**config.mk**
```make
export PLATFORM = sky130hd
export DESIGN_NAME = fcr_top
export DESIGN_NICKNAME = d
export VERILOG_FILES = /design/src/verilog/fcr_pkg.sv /design/src/verilog/fcr_top.sv
export SDC_FILE = /design/constraint.sdc
export NUM_CORES = 1
export LEC_CHECK = 0
export ABC_AREA = 1
export BUFFER_PORTS_ARGS = -buffer_cell sky130_fd_sc_hd__buf_2
export CAP_MARGIN = 30
export CORE_UTILIZATION = 30
export DETAILED_ROUTE_END_ITERATION = 7
export PLACE_DENSITY = 0.65
export RECOVER_POWER = 50
export SYNTH_ARGS = -nofsm -noshare
export SYNTH_HDL_FRONTEND = slang
export SYNTH_SLANG_ARGS = --single-unit
```
**constraint.sdc**
```tcl
create_clock -name CLK -period 4.12 [get_ports CLK]
set_input_delay 0.206 -clock CLK [delete_from_list [all_inputs] [get_ports CLK]]
set_output_delay 0.206 -clock CLK [all_outputs]
set_load 0.01 [all_outputs]
```
**src/verilog/fcr_pkg.sv**
```systemverilog
// Package of constants and types for the memory control register block.
// Functional notes
// - Writing 1 to run strobe while idle launches selected operation, and is ignored while busy; strobe reads back 0.
// - Bit 7 reads 1 while module idle, 0 while busy.
// - Writing 1 to idle flag with burst enable set enters fast read burst.
// - Divider field bits 5:4 gives module clock: 00 /2, 01 /3, 10 /4, 11 /8.
// - Module clock runs at system clock over two after reset.
// - Burst enable bit 3 selects burst transfers, else single accesses.
// - Select field with run strobe starts protection and latch operations.
// - Select codes: 00 enable, 01 disable, 10 refresh mirror, 11 write mirror.
// - Select must go in the strobe write: the operation comes from that write's select bits, not the stored field.
// - Select field at bits 2:1; burst enable and select read back zero from the control register, but read back in the status register.
`default_nettype none
package fcr_pkg;

  // ********************************
  // Register map and field layout.
  // ********************************
  localparam logic [3:0] CTRL_OFFSET   = 4'h0;
  localparam logic [3:0] STATUS_OFFSET = 4'h4;
  localparam int         IDLE_BIT      = 7;
  localparam int         RSVD_BIT      = 6;
  localparam int         DIV_HI        = 5;
  localparam int         DIV_LO        = 4;
  localparam int         BURST_BIT     = 3;
  localparam int         SEL_HI        = 2;
  localparam int         SEL_LO        = 1;
  localparam int         RUN_BIT       = 0;
  localparam logic [1:0] DIV_RESET     = 2'h0;
  localparam logic [1:0] SEL_RESET     = 2'h0;

  // ********************************
  // Divider codes and operation timing.
  // ********************************
  localparam logic [1:0] DIV_BY2 = 2'h0;
  localparam logic [1:0] DIV_BY3 = 2'h1;
  localparam logic [1:0] DIV_BY4 = 2'h2;
  localparam logic [1:0] DIV_BY8 = 2'h3;
  localparam logic [2:0] DIV2_LAST = 3'h1;
  localparam logic [2:0] DIV3_LAST = 3'h2;
  localparam logic [2:0] DIV4_LAST = 3'h3;
  localparam logic [2:0] DIV8_LAST = 3'h7;
  localparam logic [3:0] OP_MODULE_TICKS = 4'h8;

  typedef enum logic [1:0] {
    OP_ENABLE_XFER,
    OP_DISABLE_XFER,
    OP_REFRESH_MIRROR,
    OP_WRITE_MIRROR
  } fcr_op_t;

  typedef struct packed {
    logic        cyc;
    logic        stb;
    logic        we;
    logic [3:0]  adr;
    logic [3:0]  sel;
    logic [31:0] dat;
  } fcr_wb_req_t;

  typedef struct packed {
    logic        ack;
    logic [31:0] dat;
  } fcr_wb_rsp_t;

  typedef struct packed {
    logic    start;
    fcr_op_t op;
  } fcr_cmd_t;

endpackage
`default_nettype wire

```
**src/verilog/fcr_top.sv**
```systemverilog
// Control register, operation launcher and clock divider of the memory module.
//
// The Wishbone register port and the address map were decided locally.
`timescale 1ns/1ps
`default_nettype none
module fcr_top
(
  input  wire logic                 CLK,
  input  wire logic                 RST,
  input  wire fcr_pkg::fcr_wb_req_t WB_REQ,
  output var  fcr_pkg::fcr_wb_rsp_t WB_RSP,
  output var  fcr_pkg::fcr_cmd_t    OP_CMD,
  input  wire logic                 OP_DONE,
  output var  logic                 MOD_CLK_EN,
  output var  logic                 BURST_MODE,
  output var  logic                 FAST_READ_BURST
);
  import fcr_pkg::*;

  // ********************************
  // Bus decode.
  // ********************************
  logic       ack;
  logic [7:0] rdata;
  logic       busy;
  logic [1:0] divider;
  logic [1:0] op_sel;
  logic       burst_en;
  logic       fast_rd;
  logic [2:0] div_cnt;
  logic [3:0] op_ticks;
  logic       op_pend;
  logic       ext_pend;

  logic       access;
  logic       hit_ctrl;
  logic       hit_stat;
  logic       wr_ctrl;
  logic [7:0] wd;
  logic       run_req;
  logic       accepted;
  logic [1:0] next_sel;
  logic [7:0] ctrl_rd;
  logic [7:0] stat_rd;
  logic [7:0] next_rdata;

  assign access     = WB_REQ.cyc && WB_REQ.stb && !ack;
  assign hit_ctrl   = WB_REQ.adr == CTRL_OFFSET;
  assign hit_stat   = WB_REQ.adr == STATUS_OFFSET;
  assign wr_ctrl    = access && WB_REQ.we && WB_REQ.sel[0] && hit_ctrl;
  assign wd         = WB_REQ.dat[7:0];
  assign run_req    = wr_ctrl && wd[RUN_BIT];
  assign accepted   = run_req && !busy;
  assign next_sel   = wd[SEL_HI:SEL_LO];
  assign ctrl_rd    = {!busy, 1'b0, divider, 1'b0, 2'h0, 1'b0};
  assign stat_rd    = {4'h0, fast_rd, burst_en, op_sel};
  assign next_rdata = hit_ctrl ? ctrl_rd : (hit_stat ? stat_rd : 8'h00);

  always_ff @(posedge CLK or posedge RST)
  begin
    if (RST)
    begin
      ack   <= 1'b0;
      rdata <= 8'h00;
    end
    else
    begin
      ack   <= access;
      rdata <= next_rdata;
    end
  end

  assign WB_RSP = '{ack: ack, dat: {24'h00_0000, rdata}};

  // ********************************
  // Control register fields.
  // ********************************
  always_ff @(posedge CLK or posedge RST)
  begin
    if (RST)
    begin
      divider  <= DIV_RESET;
      op_sel   <= SEL_RESET;
      burst_en <= 1'b0;
      fast_rd  <= 1'b0;
    end
    else if (wr_ctrl)
    begin
      divider  <= wd[DIV_HI:DIV_LO];
      op_sel   <= next_sel;
      burst_en <= wd[BURST_BIT];
      fast_rd  <= wd[BURST_BIT] ? (fast_rd || wd[IDLE_BIT]) : 1'b0;
    end
  end

  assign BURST_MODE      = burst_en;
  assign FAST_READ_BURST = fast_rd;

  // ********************************
  // Module clock divider.
  // ********************************
  logic [2:0] div_last;
  assign div_last = (divider == DIV_BY2) ? DIV2_LAST :
                    (divider == DIV_BY3) ? DIV3_LAST :
                    (divider == DIV_BY4) ? DIV4_LAST : DIV8_LAST;
  wire div_wrap = div_cnt >= div_last;

  always_ff @(posedge CLK or posedge RST)
  begin
    if (RST)
      div_cnt <= 3'h0;
    else
      div_cnt <= div_wrap ? 3'h0 : div_cnt + 3'h1;
  end

  assign MOD_CLK_EN = div_wrap;

  // ********************************
  // Operation launcher and idle tracking.
  // ********************************
  assign busy = op_pend || ext_pend;

  always_ff @(posedge CLK or posedge RST)
  begin
    if (RST)
    begin
      op_pend  <= 1'b0;
      ext_pend <= 1'b0;
      op_ticks <= 4'h0;
      OP_CMD   <= '0;
    end
    else
    begin
      OP_CMD.start <= accepted;
      if (accepted)
      begin
        OP_CMD.op <= fcr_op_t'(next_sel);
        op_pend   <= 1'b1;
        ext_pend  <= 1'b1;
        op_ticks  <= OP_MODULE_TICKS;
      end
      else
      begin
        if (op_pend && div_wrap)
        begin
          op_ticks <= op_ticks - 4'h1;
          if (op_ticks == 4'h1)
            op_pend <= 1'b0;
        end
        if (OP_DONE)
          ext_pend <= 1'b0;
      end
    end
  end

  // ********************************
  // Checks.
  // ********************************
  a_idle_drops: assert property (@(posedge CLK) disable iff (RST)
    accepted |=> !ctrl_rd[IDLE_BIT])
    else $error("idle not cleared");
  a_busy_until_done: assert property (@(posedge CLK) disable iff (RST)
    ext_pend && !OP_DONE |=> !ctrl_rd[IDLE_BIT])
    else $error("idle before done");
  a_busy_op_time: assert property (@(posedge CLK) disable iff (RST)
    op_pend && !(div_wrap && op_ticks == 4'h1) |=> busy)
    else $error("operation time cut short");
  a_run_reads_zero: assert property (@(posedge CLK) disable iff (RST)
    ack && $past(hit_ctrl) |-> !WB_RSP.dat[RUN_BIT])
    else $error("strobe read nonzero");
  a_start_follows: assert property (@(posedge CLK) disable iff (RST)
    accepted |=> OP_CMD.start && OP_CMD.op == $past(next_sel))
    else $error("no start");
  a_start_pulse: assert property (@(posedge CLK) disable iff (RST)
    OP_CMD.start |=> !OP_CMD.start)
    else $error("start too long");
  a_start_cause: assert property (@(posedge CLK) disable iff (RST)
    OP_CMD.start |-> $past(accepted))
    else $error("start without strobe");
  a_refused_busy: assert property (@(posedge CLK) disable iff (RST)
    run_req && busy |=> !OP_CMD.start)
    else $error("start while busy");
  a_op_held: assert property (@(posedge CLK) disable iff (RST)
    !OP_CMD.start |=> OP_CMD.start || $stable(OP_CMD.op))
    else $error("operation code changed");
  a_sel_stored: assert property (@(posedge CLK) disable iff (RST)
    wr_ctrl |=> op_sel == $past(next_sel))
    else $error("select not stored");
  a_fields_zero: assert property (@(posedge CLK) disable iff (RST)
    ack && $past(hit_ctrl) |-> WB_RSP.dat[3:1] == 3'h0)
    else $error("fields leak");
  a_fast_needs_burst: assert property (@(posedge CLK) disable iff (RST)
    fast_rd |-> burst_en)
    else $error("fast read without burst");
  a_fast_sets: assert property (@(posedge CLK) disable iff (RST)
    wr_ctrl && wd[BURST_BIT] && wd[IDLE_BIT] |=> fast_rd)
    else $error("fast read not entered");
  a_fast_clears: assert property (@(posedge CLK) disable iff (RST)
    wr_ctrl && !wd[BURST_BIT] |=> !fast_rd)
    else $error("fast read not left");
  a_div_stored: assert property (@(posedge CLK) disable iff (RST)
    wr_ctrl |=> divider == $past(wd[DIV_HI:DIV_LO]))
    else $error("divider not stored");
  a_div_by8: assert property (@(posedge CLK) disable iff (RST)
    divider == DIV_BY8 && div_wrap ##1 (divider == DIV_BY8)[*8]
      |-> div_wrap && $past(div_cnt) == DIV8_LAST - 3'h1)
    else $error("divide by eight wrong");
  a_div_by4: assert property (@(posedge CLK) disable iff (RST)
    divider == DIV_BY4 && div_wrap ##1 (divider == DIV_BY4)[*4]
      |-> div_wrap && !$past(div_wrap) && !$past(div_wrap, 2) && !$past(div_wrap, 3))
    else $error("divide by four wrong");
  a_div_by3: assert property (@(posedge CLK) disable iff (RST)
    divider == DIV_BY3 && div_wrap ##1 (divider == DIV_BY3)[*3]
      |-> div_wrap && !$past(div_wrap) && !$past(div_wrap, 2))
    else $error("divide by three wrong");
  a_div_by2: assert property (@(posedge CLK) disable iff (RST)
    divider == DIV_BY2 && div_wrap ##1 (divider == DIV_BY2)[*2]
      |-> div_wrap && !$past(div_wrap))
    else $error("divide by two wrong");
  a_idle_read: assert property (@(posedge CLK) disable iff (RST)
    busy && $stable(busy) && ack && $past(hit_ctrl) |-> !WB_RSP.dat[IDLE_BIT])
    else $error("busy read as idle");
  a_idle_returns: assert property (@(posedge CLK) disable iff (RST)
    ack && $past(hit_ctrl) && !$past(busy) |-> WB_RSP.dat[IDLE_BIT])
    else $error("idle read as busy");
  a_burst_follows: assert property (@(posedge CLK) disable iff (RST)
    wr_ctrl |=> BURST_MODE == $past(wd[BURST_BIT]))
    else $error("burst not stored");
  a_status_burst: assert property (@(posedge CLK) disable iff (RST)
    ack && $past(hit_stat) |-> WB_RSP.dat[2] == $past(burst_en))
    else $error("status burst wrong");

endmodule
`default_nettype wire

```
==> insert_results.sql, run 1 <==
INSERT INTO impl_metrics (metric_group, metric, value, unit) VALUES
('route', 'routed_wl', '2307', 'µm'),
('cells_and_area', 'fin_cells', '246', ''),
('cts', 'cts_root_buf', 'sky130_fd_sc_hd__clkbuf_8', ''),
('pwr', 'p_per_area', '499.7', 'nW/µm²'),
('timing', 'setup_viol_count_final', '0', ''),
('cells_and_area', 'multi_input_area', '546.8', 'µm²'),
('cts', 'cts_buffers', '3', ''),
('cells_and_area', 'nNetsFinal', '247', ''),
('synth', 'synth.lib_cells_used.distinct', '27', ''),
('placement', 'dp.cells', '241', ''),
('grt', 'antenna_found_initial', '0', ''),
('cts', 'insertion_delay', '270', 'ps'),
('cells_and_area', 'area_growth', '11.23', '%'),
('cts', 'htree_num_levels', '1', ''),
('grt', 'grt_max_degree', '16', ''),
('timing', 'accumulated_negative_setup_slack', '0', 'ps'),
('floorplanning', 'rows', '24', ''),
('cts', 'ctsLongestPathBuffers', '2', ''),
('cells_and_area', 'drive_gt1_share', '17.53', '%'),
('cells_and_area', 'mostFrequentLayoutCells', 'sky130_fd_sc_hd__dfrtp_1 (26), sky130_fd_sc_hd__nand2_1 (25), sky130_fd_sc_hd__conb_1 (25)', ''),
('route', 'route.vias.total', '988', ''),
('route', 'routedWlPerCell', '9.378', 'µm'),
('placement', 'dp_hpwl', '1888', 'µm'),
('synth', 'post_synth.cell_area_avg', '8.915', 'µm²'),
('cells_and_area', 'area.sequential', '650.6', 'µm²'),
('critical_path', 'setup.worst_path.start_class', 'flip-flop', ''),
('route', 'starting_drc_count_in_detailed_routing', '72', ''),
('timing', 'rsz_0062_raised_after_global_routing', 'false', ''),
('timing', 'clock-skew-final', '4.997', 'ps'),
('floorplanning', 'dieHeight', '70.96', 'µm'),
('min_path', 'hp-class', 'input port to flip-flop', ''),
('floorplanning', 'die_area', '5035', 'µm²'),
('cells_and_area', 'fillCellCount', '481', ''),
('cells_and_area', 'mostFrequentLayoutCell', 'sky130_fd_sc_hd__dfrtp_1', ''),
('placement', 'routability_congestion', '0.7873', ''),
('cells_and_area', 'antennaDiodeCount', '0', ''),
('floorplanning', 'starting_utilization_of_the_core_area', '31.88', '%'),
('synth', 'seq_area_frac_synth', '45.61', '%'),
('synth', 'postSynthCellCount', '160', ''),
('synth', 'synth_warnings', '0', ''),
('floorplanning', 'num_io_pins', '85', ''),
('outcome', 'failed_checks', 'design-rule violations', ''),
('grt', 'grt_pass1_wl', '3960', 'µm'),
('timing', 'fin_crit', '1781', 'ps'),
('cts', 'path_clk_slew', '90', 'ps'),
('critical_path', 'cp.arrival', '1570', 'ps'),
('pwr', 'power_leakage', '0.9067', 'nW'),
('synth', 'synthesis.area', '1426', 'µm²'),
('grt', 'global_route.overflow_total', '0', ''),
('outcome', 'status', 'complete, but fails checks', ''),
('timing', 'worstMarginPinSlew', '786.9', 'ps'),
('floorplanning', 'fp.coreArea', '4474', 'µm²'),
('route', 'post_route_ant_nets', '0', ''),
('cts', 'clock_sinks', '26', ''),
('route', 'drcViolationCount', '10', ''),
('flow_run', 'timing.max_cap.violations', '0', ''),
('pwr', 'report.power.total', '792.8', 'µW'),
('timing', 'final_critical_path_setup_slack', '2339', 'ps'),
('timing', 'max_freq', '561.6', 'MHz'),
('timing', 'final.period_utilization', '43.22', '%'),
('cts', 'tritoncts', 'built', ''),
('synth', 'synth-seq-cells', '26', ''),
('route', 'drt_first_pass_iters', '6', ''),
('timing', 'slew_violations', '0', ''),
('critical_path', 'kind_of_end_point_of_the_critical_path', 'output port', ''),
('grt', 'global_route.usage.total', '10.04', '%'),
('floorplanning', 'die_w', '70.96', 'µm'),
('grt', 'first_global_vias', '844', ''),
('critical_path', 'critical_path.max_fanout', '7', ''),
('critical_path', 'critical_path_class', 'flip-flop to output port', ''),
('placement', 'placement.io_buffers', '31', ''),
('critical_path', 'worst_ep_required_time', '3910', 'ps'),
('pwr', 'power.ir.vdd_worst', '0.2808', 'mV'),
('route', 'avg_vias_per_cell', '4.016', ''),
('timing', 'hold_slack', '94.51', 'ps'),
('timing', 'finalHoldViolations', '0', ''),
('placement', 'place_ws', '2582', 'ps'),
('timing', 'worst_slew_margin_rel', '47.54', '%');
[Yosys cell counts]
cell type                  count  area (µm²)
sky130_fd_sc_hd__dfrtp_1      26       650.6
sky130_fd_sc_hd__a21oi_1       3       15.01
sky130_fd_sc_hd__conb_1        1       3.750
sky130_fd_sc_hd__inv_2         1       3.750
sky130_fd_sc_hd__nand3_1      11       55.05
sky130_fd_sc_hd__and2_4        1       8.760
sky130_fd_sc_hd__nor2_2        2       12.51
sky130_fd_sc_hd__o21ai_0       1       5.000
sky130_fd_sc_hd__nand2_4       1       11.26
sky130_fd_sc_hd__clkinv_4      1       8.760
sky130_fd_sc_hd__nor2_1       15       56.30
sky130_fd_sc_hd__nand2_1      24       90.09
sky130_fd_sc_hd__ha_1          6       75.07
sky130_fd_sc_hd__o21ai_1       5       25.02
sky130_fd_sc_hd__nand3b_1      1       7.510
sky130_fd_sc_hd__buf_4        26       195.2
sky130_fd_sc_hd__buf_6         1       11.26
sky130_fd_sc_hd__nand3_4       1       17.52
sky130_fd_sc_hd__nand4_1       1       6.260
sky130_fd_sc_hd__inv_1        22       82.58
sky130_fd_sc_hd__xnor2_1       1       8.760
sky130_fd_sc_hd__nor2_4        2       22.52
sky130_fd_sc_hd__o21ai_2       2       17.52
sky130_fd_sc_hd__xor2_1        1       8.760
sky130_fd_sc_hd__nand3_2       1       10.01
sky130_fd_sc_hd__clkinv_2      1       5.000
sky130_fd_sc_hd__nand2_2       2       12.51
[where the power goes]
part | switching [mW] | leakage, nW | internal, mW
combinational | 0.146 | 0.543 | 0.0955
sequential | 0.0381 | 0.328 | 0.302
clock | 0.0805 | 0.0357 | 0.130
total | 0.265 | 0.907 | 0.528
[critical path, cell delays in order (launching register included)]
cell and delay (ps):
sky130_fd_sc_hd__dfrtp_1 400, sky130_fd_sc_hd__nand2_1 70, sky130_fd_sc_hd__ha_1 300, sky130_fd_sc_hd__a21oi_1 170, sky130_fd_sc_hd__nand3_2 170, sky130_fd_sc_hd__buf_2 190
[kinds of logic after synthesis]
family                   share of synthesized area (%)
AND/OR/NAND/NOR                                  21.75
buffers and inverters                            21.49
flip-flops                                       45.61
AO/OA/AOI/OAI                                    4.385
adder cells (fa/ha/maj)                          5.263
XOR/XNOR                                         1.228
other                                           0.2629
[registers in the layout, summed over array words and instances, names as in the netlist]
register and cells:
BURST_MODE 1, FAST_READ_BURST 1, OP_CMD 3, ack 1, div_cnt 3, divider 2
ext_pend 1, op_pend 1, op_sel 2, op_ticks 4, rdata 7
[what timing repair did]
action,CTS,global route
endpoints found under the hold margin,11,0
gates resized for setup,0,0
buffers inserted,0,0
hold buffers,1,0
[layout make-up]
cell class / instances / share of cell area, %
clock buffer: 3 / 2.603
sequential: 26 / 41.01
inverter: 25 / 6.309
multi-input combinational: 106 / 34.46
timing repair buffer: 33 / 9.621
clock inverter: 1 / 1.893
tap: 52 / 4.101
[per-stage QoR]
stage / instance area [µm²] / util (%)
global placement: 1530 / 34.20
global route: 1587 / 35.46
finish: 1587 / 35.46
detailed placement: 1558 / 34.82
CTS: 1639 / 36.63
floorplan: 1516 / -
[final timing paths]
check / from / endpoint / slack [ps] / cells past startpoint
worst max-delay path: divider[0]$_DFFE_PP0P_ / MOD_CLK_EN / 2340 / 5
worst min-delay path: OP_DONE / ext_pend$_DFFE_PP0P_ / 90 / 2
worst max register to register: divider[0]$_DFFE_PP0P_ / op_ticks[1]$_DFFE_PP0P_ / 2550 / 8
worst min register to register: div_cnt[0]$_DFF_PP0_ / div_cnt[0]$_DFF_PP0_ / 470 / 1
max in group asynchronous: RST / OP_CMD[0]$_DFFE_PP0P_ / 2600 / 4
min in group asynchronous: RST / rdata[5]$_DFF_PP0_ / 470 / 3
[layer usage]
metal  global-route usage, %  routed length [µm]
met1                   13.80                1060
met5                       0                   0
met3                   3.419                 149
met2                   15.81                1097
met4                   1.333                   0
No activity file was read; power rests on OpenSTA's default activity.
==> inputs of run 2 (changes only) <==
--- a/config.mk
+++ b/config.mk
@@ -5,12 +5,12 @@
 export SDC_FILE = /design/constraint.sdc
 export NUM_CORES = 1
 export LEC_CHECK = 0
-export ABC_AREA = 1
+export ABC_AREA = 0
 export BUFFER_PORTS_ARGS = -buffer_cell sky130_fd_sc_hd__buf_2
 export CAP_MARGIN = 30
 export CORE_UTILIZATION = 30
 export DETAILED_ROUTE_END_ITERATION = 7
-export PLACE_DENSITY = 0.65
+export PLACE_DENSITY = 0.68
 export RECOVER_POWER = 50
 export SYNTH_ARGS = -nofsm -noshare
 export SYNTH_HDL_FRONTEND = slang
==> constraint.sdc (replaced) <==
create_clock -name CLK -period 1.51 [get_ports CLK]
set_input_delay 0.0755 -clock CLK [delete_from_list [all_inputs] [get_ports CLK]]
set_output_delay 0.0755 -clock CLK [all_outputs]
set_load 0.01 [all_outputs]
==> run 2 against run 1 <==
The run ends with negative setup slack left. Final cell count decreased by 11%. Total power grew to 3.1 times the previous value. Synthesized cell count fell by 22%. Clock skew fell by 1.7 ps. Sequential share of layout area down 2.0 points. Register-to-register slack got worse by 2700 ps. First-iteration DRC count fell by 47%. Cell area is 5.4% higher. Non-clock buffer count grew 9. Critical path type unchanged. Highest routed layer is now met4.
==> insert_results.sql, run 2 <==
INSERT INTO impl_metrics (metric_group, metric, value, unit) VALUES
('pwr', 'p_per_area', '1478', 'nW/µm²'),
('cells_and_area', 'drive_gt1_share', '41.32', '%'),
('synth', 'postSynth.asyncResetShare', '100.0', '%'),
('grt', 'global_route.overflow_total', '0', ''),
('floorplanning', 'starting_utilization_of_the_core_area', '31.19', '%'),
('flow_run', 'timing.max_cap.violations', '0', ''),
('grt', 'grt_max_degree', '27', ''),
('route', 'drt_first_pass_iters', '2', ''),
('critical_path', 'critical_path_class', 'flip-flop to output port', ''),
('synth', 'synth_warnings', '0', ''),
('timing', 'final_critical_path_setup_slack', '-150.6', 'ps'),
('synth', 'yosysTopAreaCell', 'sky130_fd_sc_hd__dfrtp_1', ''),
('synth', 'postSynthCellCount', '125', ''),
('cts', 'cts_root_buf', 'sky130_fd_sc_hd__clkbuf_8', ''),
('synth', 'synthesis.area', '1349', 'µm²'),
('route', 'drcViolationCount', '0', ''),
('timing', 'slew_violations', '0', ''),
('floorplanning', 'die_area', '4768', 'µm²'),
('placement', 'placement.io_buffers', '31', ''),
('placement', 'place_ws', '-83.83', 'ps'),
('cells_and_area', 'mostFrequentLayoutCells', 'sky130_fd_sc_hd__buf_2 (30), sky130_fd_sc_hd__dfrtp_1 (25), sky130_fd_sc_hd__conb_1 (25)', ''),
('synth', 'seq_area_frac_synth', '48.24', '%'),
('placement', 'dp.cells', '211', ''),
('critical_path', 'reg2reg_depth', '8', ''),
('cells_and_area', 'nNetsFinal', '221', ''),
('synth', 'synth.lib_cells_used.distinct', '33', ''),
('route', 'routedWlPerCell', '10.99', 'µm'),
('synth', 'post_synth.cell_area_avg', '10.79', 'µm²'),
('critical_path', 'worst_r2r_endpoint', 'op_ticks[0]$_DFFE_PP0P_', ''),
('critical_path', 'r2r_slack', '-150', 'ps'),
('timing', 'final.period_utilization', '110.0', '%'),
('placement', 'routability_congestion', '0.7614', ''),
('route', 'avg_vias_per_cell', '4.311', ''),
('cells_and_area', 'area_growth', '24.03', '%'),
('synth', 'synth-seq-cells', '26', ''),
('placement', 'post_dp_cell_area', '1505', 'µm²'),
('timing', 'clock-skew-final', '3.290', 'ps'),
('pwr', 'power_leakage', '0.8902', 'nW'),
('timing', 'setup_viol_count_final', '6', ''),
('cells_and_area', 'largest_reg_flops', '7', ''),
('cts', 'cts_buffers', '3', ''),
('floorplanning', 'num_io_pins', '85', ''),
('cts', 'ctsLongestPathBuffers', '2', ''),
('critical_path', 'kind_of_end_point_of_the_critical_path', 'output port', ''),
('route', 'starting_drc_count_in_detailed_routing', '38', ''),
('cells_and_area', 'max_flop_register', 'rdata', ''),
('timing', 'worstMarginPinSlew', '639.1', 'ps'),
('cts', 'insertion_delay', '260', 'ps'),
('synth', 'synth_enable_flop_cells', '0', ''),
('placement', 'dp_hpwl', '1745', 'µm'),
('min_path', 'hp-class', 'input port to flip-flop', ''),
('grt', 'grt_pass1_wl', '4029', 'µm'),
('route', 'routed_wl', '2407', 'µm'),
('cts', 'htree_num_levels', '1', ''),
('critical_path', 'cp.arrival', '1590', 'ps'),
('synth', 'synth.area.top_cells', 'sky130_fd_sc_hd__dfrtp_1 (48%), sky130_fd_sc_hd__buf_4 (14%), sky130_fd_sc_hd__ha_1 (5.6%)', ''),
('pwr', 'power.ir.vdd_worst', '0.4709', 'mV'),
('route', 'post_route_ant_nets', '0', ''),
('critical_path', 'worst_ep_required_time', '1430', 'ps'),
('synth', 'synthTopCellsByCount', 'sky130_fd_sc_hd__buf_4 (26), sky130_fd_sc_hd__dfrtp_1 (26), sky130_fd_sc_hd__nand2_1 (10)', ''),
('floorplanning', 'rows', '24', ''),
('cells_and_area', 'final_cell_area', '1673', 'µm²'),
('synth', 'yosysTopAreaCellShare', '48.24', '%'),
('pwr', 'report.power.total', '2.472', 'mW'),
('critical_path', 'beginning_of_the_critical_path', 'divider[1]$_DFFE_PP0P_', ''),
('outcome', 'failed_checks', 'negative setup slack', ''),
('grt', 'first_global_vias', '870', ''),
('critical_path', 'setup.worst_path.start_class', 'flip-flop', ''),
('cells_and_area', 'fin_cells', '219', ''),
('timing', 'max_freq', '602.2', 'MHz'),
('critical_path', 'critical_path.max_fanout', '5', ''),
('cts', 'tritoncts', 'built', ''),
('cells_and_area', 'fillCellCount', '442', ''),
('critical_path', 'timing.rr.start', 'divider[1]$_DFFE_PP0P_', ''),
('grt', 'antenna_found_initial', '0', ''),
('route', 'route.vias.total', '944', ''),
('cells_and_area', 'reg.largest.list', 'rdata: 7 flops, op_ticks: 4 flops', ''),
('outcome', 'status', 'complete, but fails checks', ''),
('timing', 'rsz_0062_raised_after_global_routing', 'true', ''),
('cells_and_area', 'mostFrequentLayoutCell', 'sky130_fd_sc_hd__buf_2', ''),
('cts', 'clock_sinks', '26', ''),
('grt', 'global_route.usage.total', '10.72', '%'),
('floorplanning', 'fp.coreArea', '4324', 'µm²'),
('timing', 'finalHoldViolations', '0', ''),
('critical_path', 'destination_of_the_critical_timing_path', 'MOD_CLK_EN', ''),
('synth', 'post_synth_top_flop', 'sky130_fd_sc_hd__dfrtp_1', ''),
('timing', 'worst_slew_margin_rel', '57.40', '%'),
('cts', 'path_clk_slew', '80', 'ps'),
('floorplanning', 'die_w', '69.05', 'µm'),
('cells_and_area', 'antennaDiodeCount', '0', ''),
('floorplanning', 'dieHeight', '69.05', 'µm'),
('timing', 'fin_crit', '1661', 'ps');
## run 2: critical path: stages, from the launching register on
cell,delay [ps]
sky130_fd_sc_hd__dfrtp_1,430
sky130_fd_sc_hd__nand2b_4,160
sky130_fd_sc_hd__ha_4,250
sky130_fd_sc_hd__nor2b_1,30
sky130_fd_sc_hd__o21a_2,210
sky130_fd_sc_hd__inv_2,60
sky130_fd_sc_hd__buf_6,90
sky130_fd_sc_hd__buf_6,90
## run 2: worst min path at each step
stage | cells after the start | to | slack, ps | from
2_1_floorplan | 1 | BURST_MODE$_DFFE_PP0P_ | 120 | RST
3_3_place_gp | 3 | ack$_DFF_PP0_ | 140 | RST
3_5_place_dp | 3 | ack$_DFF_PP0_ | 150 | RST
4_1_cts | 3 | OP_CMD[0]$_DFFE_PP0P_ | 30 | WB_REQ[1]
5_1_grt | 2 | FAST_READ_BURST$_DFFE_PP0P_ | 60 | WB_REQ[3]
6_report | 3 | OP_CMD[0]$_DFFE_PP0P_ | 30 | WB_REQ[1]
## run 2: cell families (layout without fill, tap and decap cells)
group           after synthesis  after routing  synth area share (%)
flops                        26             26                 48.24
xor+xnor                      1              1                0.6495
other cells                   1             25                0.2780
simple gates                 37             37                 17.16
mux                           5              5                 4.174
compound gates               13             13                 6.679
buf+inv                      36             54                 17.25
fa+ha+maj                     6              6                 5.566
## run 2: per-layer routing
metal / global-route usage, % / part of all wire [%] / wire length (µm)
met5: 0 / 0 / 0
met4: 4.989 / 2.9 / 70
met3: 2.924 / 7.1 / 172
met2: 16.83 / 46 / 1109
met1: 13.67 / 44 / 1054
## run 2: through the flow
stage / hold WS, ps / utilization [%] / setup TNS [ps]
6_report: 28.41 / 38.69 / -673.2
3_5_place_dp: 150.7 / 34.81 / -331.8
2_1_floorplan: 115.5 / - / -21.97
4_1_cts: 30.05 / 38.66 / -701.8
3_3_place_gp: 142.4 / 34.81 / -236.1
5_1_grt: 56.45 / 38.69 / -1355
## run 2: timing repair
action                     4_1_cts  5_1_grt
hold endpoints to repair        27        0
gates resized for setup         17        1
hold buffers                     2        0
pin swaps                        3        4
setup buffers                    3        0
setup endpoints to repair        8        9
## run 2: final cells by class
type                    count  area (µm²)  share of cell area (%)
flip-flops and latches     26       651.9                   38.97
multi-input cells          87       623.1                   37.25
repair buffers             42       257.7                   15.41
well taps                  52       65.06                   3.889
clock buffers               3       41.29                   2.468
inverters                   9       33.78                   2.019
## run 2: power breakdown
group          switching [mW]  internal, mW  leakage, nW  total (mW)
logic                   0.525         0.630        0.522        1.16
clock network           0.198         0.178       0.0216       0.377
registers               0.126         0.813        0.346       0.940
==> inputs of run 3 (changes only) <==
--- a/config.mk
+++ b/config.mk
@@ -10,7 +10,7 @@
 export CAP_MARGIN = 30
 export CORE_UTILIZATION = 30
 export DETAILED_ROUTE_END_ITERATION = 7
-export PLACE_DENSITY = 0.68
+export PLACE_DENSITY_LB_ADDON = 0.3
 export RECOVER_POWER = 50
 export SYNTH_ARGS = -nofsm -noshare
 export SYNTH_HDL_FRONTEND = slang
==> run 3 against run 2 <==
The run still ends with negative setup slack left. Clock-buffer cell count is 1 higher. Combinational power about the same. Utilization up 0.84 points. Maximum frequency is 3.5% lower. First-iteration DRC count increased by 5.3%. Largest power group unchanged. Total power is 2.2% higher. Highest routed layer unchanged. Critical path depth grew 1. Worst setup slack worse by 60 ps.
==> insert_results.sql, run 3 (synthesized netlist as in run 2, its figures left out) <==
INSERT INTO impl_metrics (metric_group, metric, value, unit) VALUES
('outcome', 'status', 'complete, but fails checks', ''),
('outcome', 'failed_checks', 'negative setup slack', ''),
('cells_and_area', 'fin_cells', '219', ''),
('route', 'route.vias.total', '917', ''),
('cells_and_area', 'mostFrequentLayoutCells', 'sky130_fd_sc_hd__buf_2 (30), sky130_fd_sc_hd__dfrtp_1 (25), sky130_fd_sc_hd__conb_1 (25)', ''),
('timing', 'accumulated_negative_setup_slack', '-857.7', 'ps'),
('critical_path', 'worst_ep_required_time', '1430', 'ps'),
('placement', 'routability_congestion', '0.8423', ''),
('floorplanning', 'rows', '24', ''),
('cts', 'tritoncts', 'built', ''),
('cells_and_area', 'max_flop_register', 'rdata', ''),
('timing', 'final.period_utilization', '114.0', '%'),
('floorplanning', 'num_io_pins', '85', ''),
('placement', 'post_dp_cell_area', '1490', 'µm²'),
('pwr', 'cellInternalPower', '1.641', 'mW'),
('route', 'routed_wl', '2447', 'µm'),
('route', 'post_route_ant_nets', '0', ''),
('cells_and_area', 'reg.largest.list', 'rdata: 7 flops, op_ticks: 4 flops', ''),
('min_path', 'hold_path_end', 'OP_CMD[1]$_DFFE_PP0P_', ''),
('pwr', 'p_clk_share', '17.6', '%'),
('grt', 'global_route.usage.total', '10.62', '%'),
('cts', 'ctsLongestPathBuffers', '2', ''),
('critical_path', 'kind_of_end_point_of_the_critical_path', 'output port', ''),
('timing', 'rsz_0062_raised_after_global_routing', 'true', ''),
('placement', 'dp.cells', '209', ''),
('cells_and_area', 'antennaDiodeCount', '0', ''),
('critical_path', 'critical_path.max_fanout', '4', ''),
('pwr', 'report.power.total', '2.527', 'mW'),
('min_path', 'hp-class', 'input port to flip-flop', ''),
('route', 'routedWlPerCell', '11.17', 'µm'),
('min_path', 'holdCritStartpoint', 'WB_REQ[2]', ''),
('cts', 'htree_num_levels', '1', ''),
('timing', 'worst_slew_margin_rel', '56.80', '%'),
('timing', 'hold_slack', '16.38', 'ps'),
('timing', 'finalHoldViolations', '0', ''),
('timing', 'slew_violations', '0', ''),
('timing', 'worstMarginPinSlew', '648.0', 'ps'),
('grt', 'global_route.overflow_total', '0', ''),
('floorplanning', 'starting_utilization_of_the_core_area', '31.19', '%'),
('grt', 'grt_max_degree', '27', ''),
('placement', 'placement.io_buffers', '31', ''),
('floorplanning', 'dieHeight', '69.05', 'µm'),
('pwr', 'p_per_area', '1479', 'nW/µm²'),
('grt', 'first_global_vias', '926', ''),
('placement', 'dp_hpwl', '1796', 'µm'),
('route', 'avg_vias_per_cell', '4.187', ''),
('floorplanning', 'fp.coreArea', '4324', 'µm²'),
('grt', 'grt_pass1_wl', '4105', 'µm'),
('floorplanning', 'die_w', '69.05', 'µm'),
('route', 'drt_first_pass_iters', '4', ''),
('cells_and_area', 'mostFrequentLayoutCell', 'sky130_fd_sc_hd__buf_2', ''),
('pwr', 'p_seq_share', '37.5', '%'),
('route', 'starting_drc_count_in_detailed_routing', '40', ''),
('cells_and_area', 'nNetsFinal', '220', ''),
('critical_path', 'worst_r2r_endpoint', 'op_pend$_DFFE_PP0P_', ''),
('cells_and_area', 'area_growth', '26.72', '%'),
('cts', 'cts_buffers', '3', ''),
('pwr', 'switchingPower', '885.9', 'µW'),
('critical_path', 'timing.rr.start', 'divider[1]$_DFFE_PP0P_', ''),
('cells_and_area', 'drive_gt1_share', '43.11', '%'),
('cells_and_area', 'final_cell_area', '1709', 'µm²'),
('grt', 'antenna_found_initial', '0', ''),
('min_path', 'worstHoldPathCells', '3', ''),
('route', 'drcViolationCount', '0', ''),
('critical_path', 'r2r_slack', '-150', 'ps'),
('timing', 'fin_crit', '1721', 'ps'),
('critical_path', 'cp.arrival', '1650', 'ps'),
('pwr', 'switching_share', '35.06', '%'),
('cts', 'insertion_delay', '270', 'ps'),
('pwr', 'comb_power_share', '44.9', '%'),
('floorplanning', 'die_area', '4768', 'µm²'),
('flow_run', 'timing.max_cap.violations', '0', ''),
('critical_path', 'critical_path_class', 'flip-flop to output port', ''),
('placement', 'place_ws', '-102.9', 'ps'),
('pwr', 'power_leakage', '0.8965', 'nW'),
('cts', 'path_clk_slew', '90', 'ps'),
('critical_path', 'setup.worst_path.start_class', 'flip-flop', ''),
('timing', 'final_critical_path_setup_slack', '-210.9', 'ps'),
('timing', 'max_freq', '581.1', 'MHz'),
('timing', 'clock-skew-final', '7.506', 'ps'),
('cells_and_area', 'largest_reg_flops', '7', ''),
('timing', 'setup_viol_count_final', '9', ''),
('cts', 'cts_root_buf', 'sky130_fd_sc_hd__clkbuf_8', ''),
('cells_and_area', 'finalCoreUtilization', '39.53', '%'),
('pwr', 'power.ir.vdd_worst', '0.5372', 'mV'),
('critical_path', 'reg2reg_depth', '8', ''),
('cts', 'clock_sinks', '26', '');
-- run 3: final cells by class --
type / instances / area (µm²)
repair buffers: 41 / 246.5
clock buffers: 4 / 55.05
multi-input cells: 87 / 656.9
well taps: 52 / 65.06
fillers: 441 / 2615
inverters: 9 / 33.78
flip-flops and latches: 26 / 651.9
-- run 3: what timing repair did --
action                                  CTS  global route
pin swaps                                 3             5
cloned                                    0             0
setup buffers                             3             1
endpoints found under the setup margin    8             8
hold endpoints to repair                 27             0
gates resized for setup                  17             5
hold buffers                              2             0
-- run 3: critical path, cell delays in order (launching register included) --
cell	delay [ps]
sky130_fd_sc_hd__dfrtp_1	440
sky130_fd_sc_hd__buf_6	130
sky130_fd_sc_hd__nor2_4	30
sky130_fd_sc_hd__ha_4	250
sky130_fd_sc_hd__nand2_2	40
sky130_fd_sc_hd__o21a_2	220
sky130_fd_sc_hd__inv_2	70
sky130_fd_sc_hd__buf_6	100
sky130_fd_sc_hd__buf_6	90
-- run 3: how the worst max path moves through the flow --
stage	from	end
floorplan	divider[1]$_DFFE_PP0P_	op_ticks[3]$_DFFE_PP0P_
global placement	divider[1]$_DFFE_PP0P_	op_ticks[3]$_DFFE_PP0P_
detailed placement	divider[1]$_DFFE_PP0P_	op_ticks[3]$_DFFE_PP0P_
CTS	divider[1]$_DFFE_PP0P_	MOD_CLK_EN
global route	divider[1]$_DFFE_PP0P_	MOD_CLK_EN
finish	divider[1]$_DFFE_PP0P_	MOD_CLK_EN
-- run 3: power groups by stage --
stage / Combinational, mW / Clock (mW) / Sequential, mW
3_5_place_dp: 0.742 / 0 / 0.928
3_3_place_gp: 0.718 / 0 / 0.920
4_1_cts: 1.04 / 0.459 / 0.933
6_report: 1.13 / 0.446 / 0.948
5_1_grt: 1.27 / 0.489 / 0.965
2_1_floorplan: 0.546 / 0 / 0.909
-- run 3: routing by layer --
layer  track usage (%)  vias to the layer above  routed length (µm)
met2             18.45                       37                1244
met5                 0                        -                   0
met1             12.82                      437                1042
met3             2.632                        2                 151
li1                  -                      441                   -
met4             3.401                        0                   9
